## config.mk

```make
export PLATFORM = sky130hd
export DESIGN_NAME = eic_top
export DESIGN_NICKNAME = d
export VERILOG_FILES = /design/src/eic_pkg.sv /design/src/eic_top.sv /design/src/eic_edge_det.sv
export SDC_FILE = /design/constraint.sdc
export NUM_CORES = 1
export LEC_CHECK = 0
export CAP_MARGIN = 30
export CELL_PAD_IN_SITES_DETAIL_PLACEMENT = 1
export CELL_PAD_IN_SITES_GLOBAL_PLACEMENT = 2
export CORE_MARGIN = 2
export CORE_UTILIZATION = 32
export DETAILED_ROUTE_END_ITERATION = 12
export DONT_BUFFER_PORTS = 1
export PLACE_DENSITY = 0.73
export SYNTH_ARGS = -nofsm -noshare
export SYNTH_HDL_FRONTEND = slang
export SYNTH_SLANG_ARGS = --single-unit
```

## constraint.sdc

```tcl
create_clock -name i_core_clk -period 2.1 [get_ports i_core_clk]
set_clock_uncertainty 0.2 [all_clocks]
set_input_delay 0 -clock i_core_clk [delete_from_list [all_inputs] [get_ports i_core_clk]]
set_output_delay 0 -clock i_core_clk [all_outputs]
set_load 0.02 [all_outputs]
```

## src/eic_pkg.sv

```systemverilog
// shared constants for the external pin interrupt control block
package eic_pkg;
	// number of external interrupt pins handled here
	localparam int EIC_NPIN = 3;
	// register byte offsets on the bus
	localparam logic [7:0] EIC_OFF_CTRL = 8'h00;
	localparam logic [7:0] EIC_OFF_STATUS = 8'h04;
	localparam logic [7:0] EIC_OFF_CLEAR = 8'h08;
	localparam logic [7:0] EIC_OFF_IRQ_EN = 8'h0c;
	// field positions inside ext_irq_ctrl_third
	localparam int EIC_PRIO_B_BIT = 7;
	localparam int EIC_PRIO_A_BIT = 6;
	localparam int EIC_EN_LSB = 3;
	localparam int EIC_FLAG_LSB = 0;
	// reset values: both priorities high, all enables and flags clear
	localparam logic [7:0] EIC_CTRL_RST = 8'hc0;
	localparam logic [2:0] EIC_VEC_RST = 3'h0;
	localparam logic [31:0] EIC_WORD_ZERO = 32'h0000_0000;
	// ahb encodings
	localparam logic EIC_HRESP_OKAY = 1'h0;
	// idle level assumed on a pin before the first sample
	localparam logic EIC_PIN_IDLE = 1'h1;
endpackage

```

## src/eic_top.sv

```systemverilog
// external pin interrupt control and flag register with ahb-lite access
//
// The implementer's own choices: the register offsets and the AHB-Lite interface to the registers.
`timescale 1ns/1ps
module eic_top
	import eic_pkg::*;
(
	input wire logic i_core_clk,
	input wire logic i_rst,
	input wire logic i_hsel,
	input wire logic [31:0] i_haddr,
	input wire logic [1:0] i_htrans,
	input wire logic i_hwrite,
	input wire logic [2:0] i_hsize,
	input wire logic [31:0] i_hwdata,
	input wire logic i_hready,
	output logic [31:0] o_hrdata,
	output logic o_hreadyout,
	output logic o_hresp,
	input wire logic i_pin_irq_a,
	input wire logic i_pin_irq_b,
	input wire logic i_pin_irq_c,
	input wire logic i_pin_irq_c_priority,
	output logic o_high_req,
	output logic o_low_req,
	output logic o_irq
);
	// control fields
	logic pin_irq_a_priority;
	logic pin_irq_b_priority;
	logic [EIC_NPIN-1:0] pin_irq_enable;
	logic [EIC_NPIN-1:0] pin_irq_flag;
	// interrupt status and mask
	logic [EIC_NPIN-1:0] status;
	logic [EIC_NPIN-1:0] irq_en;
	// bus pipeline
	logic addr_ok;
	logic wr_pend;
	logic rd_pend;
	logic [7:0] addr_q;
	logic wr_ctrl;
	logic wr_clear;
	logic wr_irq_en;
	logic [7:0] ctrl_view;
	logic [31:0] rd_mux;
	// pin events and request steering
	logic [EIC_NPIN-1:0] pins;
	logic [EIC_NPIN-1:0] evt;
	logic [EIC_NPIN-1:0] req;
	logic [EIC_NPIN-1:0] prio_vec;

	// pin vector: bit 0 is a, bit 1 is b, bit 2 is c
	assign pins = {i_pin_irq_c, i_pin_irq_b, i_pin_irq_a};

	// one edge detector per pin
	for (genvar k = 0; k < EIC_NPIN; k++) begin : g_edge
		eic_edge_det i_eic_edge_det (
			.i_core_clk(i_core_clk),
			.i_rst(i_rst),
			.i_pin(pins[k]),
			.o_event(evt[k])
		);
	end

	// address phase accepted only when the bus is ready
	assign addr_ok = i_hsel & i_htrans[1] & i_hready;

	// address phase capture; reads take one wait state so a write just
	// committed is always visible to the read that follows it
	always_ff @(posedge i_core_clk) begin
		if (i_rst) begin
			wr_pend <= 1'h0;
			rd_pend <= 1'h0;
			addr_q <= EIC_OFF_CTRL;
			o_hreadyout <= 1'h1;
		end else begin
			wr_pend <= addr_ok & i_hwrite;
			rd_pend <= addr_ok & ~i_hwrite;
			if (addr_ok) begin
				addr_q <= i_haddr[7:0];
			end
			o_hreadyout <= ~(addr_ok & ~i_hwrite);
		end
	end

	// response is always okay; upper address bits are not decoded
	always_ff @(posedge i_core_clk) begin
		if (i_rst) begin
			o_hresp <= EIC_HRESP_OKAY;
		end else begin
			o_hresp <= EIC_HRESP_OKAY;
		end
	end

	// write strobes in the data phase
	assign wr_ctrl = wr_pend && (addr_q == EIC_OFF_CTRL);
	assign wr_clear = wr_pend && (addr_q == EIC_OFF_CLEAR);
	assign wr_irq_en = wr_pend && (addr_q == EIC_OFF_IRQ_EN);

	// priority bits, written in full on a control write
	always_ff @(posedge i_core_clk) begin
		if (i_rst) begin
			pin_irq_b_priority <= EIC_CTRL_RST[EIC_PRIO_B_BIT];
			pin_irq_a_priority <= EIC_CTRL_RST[EIC_PRIO_A_BIT];
		end else if (wr_ctrl) begin
			pin_irq_b_priority <= i_hwdata[EIC_PRIO_B_BIT];
			pin_irq_a_priority <= i_hwdata[EIC_PRIO_A_BIT];
		end
	end

	// enable bits
	always_ff @(posedge i_core_clk) begin
		if (i_rst) begin
			pin_irq_enable <= EIC_CTRL_RST[EIC_EN_LSB +: EIC_NPIN];
		end else if (wr_ctrl) begin
			pin_irq_enable <= i_hwdata[EIC_EN_LSB +: EIC_NPIN];
		end
	end

	// flags: an edge sets regardless of enable and wins over a clearing write;
	// writing one sets a flag, so software can raise a request itself
	always_ff @(posedge i_core_clk) begin
		if (i_rst) begin
			pin_irq_flag <= EIC_CTRL_RST[EIC_FLAG_LSB +: EIC_NPIN];
		end else if (wr_ctrl) begin
			pin_irq_flag <= i_hwdata[EIC_FLAG_LSB +: EIC_NPIN] | evt;
		end else begin
			pin_irq_flag <= pin_irq_flag | evt;
		end
	end

	// sticky status for the interrupt line; set beats write-one-clear
	always_ff @(posedge i_core_clk) begin
		if (i_rst) begin
			status <= EIC_VEC_RST;
		end else if (wr_clear) begin
			status <= (status & ~i_hwdata[EIC_NPIN-1:0]) | evt;
		end else begin
			status <= status | evt;
		end
	end

	// interrupt enable mask
	always_ff @(posedge i_core_clk) begin
		if (i_rst) begin
			irq_en <= EIC_VEC_RST;
		end else if (wr_irq_en) begin
			irq_en <= i_hwdata[EIC_NPIN-1:0];
		end
	end

	// level interrupt, one cycle behind the status it reflects
	always_ff @(posedge i_core_clk) begin
		if (i_rst) begin
			o_irq <= 1'h0;
		end else begin
			o_irq <= |(status & irq_en);
		end
	end

	// pin c priority lives in another register and arrives as a level
	assign prio_vec = {i_pin_irq_c_priority, pin_irq_b_priority, pin_irq_a_priority};
	assign req = pin_irq_flag & pin_irq_enable;

	// steer enabled flags to the high or low priority request line
	always_ff @(posedge i_core_clk) begin
		if (i_rst) begin
			o_high_req <= 1'h0;
			o_low_req <= 1'h0;
		end else begin
			o_high_req <= |(req & prio_vec);
			o_low_req <= |(req & ~prio_vec);
		end
	end

	// register view of the control byte
	always_comb begin
		ctrl_view = 8'h00;
		ctrl_view[EIC_PRIO_B_BIT] = pin_irq_b_priority;
		ctrl_view[EIC_PRIO_A_BIT] = pin_irq_a_priority;
		ctrl_view[EIC_EN_LSB +: EIC_NPIN] = pin_irq_enable;
		ctrl_view[EIC_FLAG_LSB +: EIC_NPIN] = pin_irq_flag;
	end

	// read mux; clear register and unmapped addresses read as zero
	always_comb begin
		rd_mux = EIC_WORD_ZERO;
		case (addr_q)
			EIC_OFF_CTRL: rd_mux[7:0] = ctrl_view;
			EIC_OFF_STATUS: rd_mux[EIC_NPIN-1:0] = status;
			EIC_OFF_IRQ_EN: rd_mux[EIC_NPIN-1:0] = irq_en;
			default: rd_mux = EIC_WORD_ZERO;
		endcase
	end

	// read data loaded in the wait cycle, held until the next read
	always_ff @(posedge i_core_clk) begin
		if (i_rst) begin
			o_hrdata <= EIC_WORD_ZERO;
		end else if (rd_pend) begin
			o_hrdata <= rd_mux;
		end
	end
endmodule

```

## src/eic_edge_det.sv

```systemverilog
// rising edge detector for one external interrupt pin
`timescale 1ns/1ps
module eic_edge_det
	import eic_pkg::*;
(
	input wire logic i_core_clk,
	input wire logic i_rst,
	input wire logic i_pin,
	output logic o_event
);
	logic prev;

	// previous sample; idle-high reset avoids a false event on a pin held high
	always_ff @(posedge i_core_clk) begin
		if (i_rst) begin
			prev <= EIC_PIN_IDLE;
		end else begin
			prev <= i_pin;
		end
	end

	// one-cycle pulse on a low-to-high change
	assign o_event = i_pin & ~prev;
endmodule

```

==> reports/metrics.cfg <==
[outcome]
outcome=complete, no violations

[place]
dpl.hpwl_um=2910
globalplace.congestion=0.770
placed_area_um2=1710
portBuffers=0

[global_routing]
grt_pass1_vias=1548
antenna_found_initial=0
all_layer_gr_usage_pct=15.0
global_route.overflow_total=0
first_pass_grt_wire_length_um=7270
grt_max_degree=33

[cells_and_area]
fill_cells=613
number_of_diodes=0
area_delta_synth_final_pct=22.7
final_net_count=303
final_layout_size_suffix_gt1_share_pct=9.73
postLayoutCellArea_um2=2140

[route]
wl_per_cell_um=14.4
routed_wl_um=4270
drt_via_density=4.92
drt-initial-drc-count=98
detail-route-antenna-nets=0
drt_first_pass_iters=4
drc=0
vias=1457

[worst_hold_path]
min_path_type=input port to register

[cts]
cts_buffers=5
clk_latency_ns=0.29
clock_tree.root_cell=clkbuf_8
clock_tree.buffer_depth=2
cts_tree=yes
post-cts-setup-buffer-count=0
numClockSinks=39
cts.htree.levels=2
clkTransAtPathRegs_ns=0.08

[power]
power-per-cell-area_nw_per_um2=704
ir_drop_mv=0.312
cellLeakagePower_nw=0.764

[floorplan]
rows=26
fp.dieH_um=77.9
io_pins=115
die_w_um=77.9
initial_core_util_pct=33.7
core-area_um2=5170
dieArea_um2=6060

[synth]
synth_flop_cell=dfxtp_1
synth.top_cells.by_area=dfxtp_1 45%, buf_4 11%, a21oi_1 5.2%
ys_seq_area_share_pct=44.7
yosysTopAreaCell=dfxtp_1
synth.top_cells.by_count=39 x dfxtp_1, 26 x buf_4, 23 x nand2_1
synth.ff_latch_count=39
avg_inst_size_synth_um2=8.91
synth-async-reset-ratio_pct=0
yosysMostFrequentCell=dfxtp_1
ys_warn_count=0
post_synth_num_cell_types=34
synth_area_um2=1750
synth-edff-count=0
syn-instance-count=196
synth.top_cell.area_share_pct=44.7

[timing]
relSlewSlack_pct=63.2
slew_violations=0
timing_hold_violations_final=0
fin_setup_tns_ns=0
grt_setup_unrepaired=false
max_freq_mhz=566
timing.final.setup_violations=0
worst-slew-pin-transition_ns=0.549
layout_min_cycle_time_ns=1.77
final.period_utilization_pct=84.2

[setup_path]
worst_path_max_delay_cell=or4_1
worst_setup_path_start_kind=register
path_class=register to register
worst_path_largest_cell_delay_ns=0.52
worst_ep_required_time_ns=2.07
worstSetupEndpointType=register
path_cells=or4_1 > buf_4 > o31ai_1 > a21oi_1
worstPathArrival_ns=1.74
worstPathMaxFanout=14

[run]
cap_violations=0

flip-flops by register name, summed over array words and instances, names as in the netlist:
name and cells:
addr_q 8, g_edge.i_eic_edge_det.prev 3, irq_en 3, o_high_req 1
o_hrdata 8, o_hreadyout 1, o_irq 1, o_low_req 1
pin_irq_a_priority 1, pin_irq_b_priority 1, pin_irq_enable 3, pin_irq_flag 3
rd_pend 1, status 3, wr_pend 1
placed cells by master, fill, tap and decap left out, types with 2 or more instances in the layout:
cell and count:
dfxtp_1 39, dlygate4sd3_1 32, conb_1 25, nand2_1 23, a21oi_1 18, o31ai_1 12, nand4_1 9, clkbuf_8 7
a31oi_1 6, a22o_1 5, nand3_1 4, or2_2 4, nand3b_1 4, buf_4 4, nor2_1 3, mux2_2 3
a22oi_1 3, o21ai_0 3, nand2b_1 3, nor4_2 2, and3_1 2, nor3b_1 2, o21bai_1 2
final timing paths:
| kind | startpoint | end | slack [ns] | cells past startpoint |
|---|---|---|---|---|
| worst max register to register | addr_q[0] | irq_en[0] | 0.33 | 4 |
| worst min register to register | addr_q[7] | addr_q[7] | 0.29 | 2 |
| worst min-delay path | i_hsel | addr_q[6] | 0.002 | 3 |
| worst max-delay path | addr_q[0] | irq_en[0] | 0.33 | 4 |
per-stage QoR:
step	utilization, %	instances	setup WS [ns]	hold WS (ns)	power [W]
floorplan	-	220	0.398	-0.108	0.000932
global placement	33.0	255	0.398	-0.128	0.000908
detailed placement	33.0	255	0.349	-0.125	0.000911
CTS	41.1	295	0.0517	0.00956	0.00152
global route	41.4	296	0.231	0.0920	0.00157
finish	41.4	296	0.332	0.00223	0.00151
report_power, final:
| part | total (W) | internal (W) | switching, W | leakage [nW] |
|---|---|---|---|---|
| combinational | 0.000176 | 0.0000682 | 0.000107 | 0.396 |
| sequential | 0.000775 | 0.000757 | 0.0000177 | 0.317 |
| clock | 0.000557 | 0.000300 | 0.000258 | 0.0515 |
worst max-delay path, delay by kind of cell (launching register included):
family                 cells  cell delay [ns]
and+or+nand+nor            1             0.52
DFF                        1             0.33
buffers and inverters      1             0.21
AOI/OAI and AO/OA          2             0.39
layout make-up:
cell class              instances  area (um^2)  share of cell area, %
clock buffers                   8          100                   4.68
flip-flops and latches         39          781                   36.5
repair buffers                 37          365                   17.1
multi-input cells             141          803                   37.5
inverters                       1         3.75                  0.175
well taps                      70         87.6                   4.09
layer usage:
layer  vias to the layer above  track usage, %  share of wire [%]
li1                        711               -                  -
met1                       681            16.6                 42
met2                        55            27.1                 50
met3                        10            3.60                5.9
met4                         0            6.61                2.2
met5                         -               0                  0
kinds of logic after synthesis:
| kind of cell | Yosys count | share of synthesized area (%) |
|---|---|---|
| flip-flops | 39 | 44.7 |
| multiplexers | 3 | 1.94 |
| other | 1 | 0.215 |
| AND/OR/NAND/NOR | 62 | 19.3 |
| buffers and inverters | 40 | 14.8 |
| AO/OA/AOI/OAI | 51 | 19.1 |
what timing repair did:
| item | CTS | global route |
|---|---|---|
| hold buffers | 32 | 0 |
| endpoints found under the hold margin | 39 | 0 |
| gates resized for setup | 0 | 0 |
(Power assumes the default switching activity.)
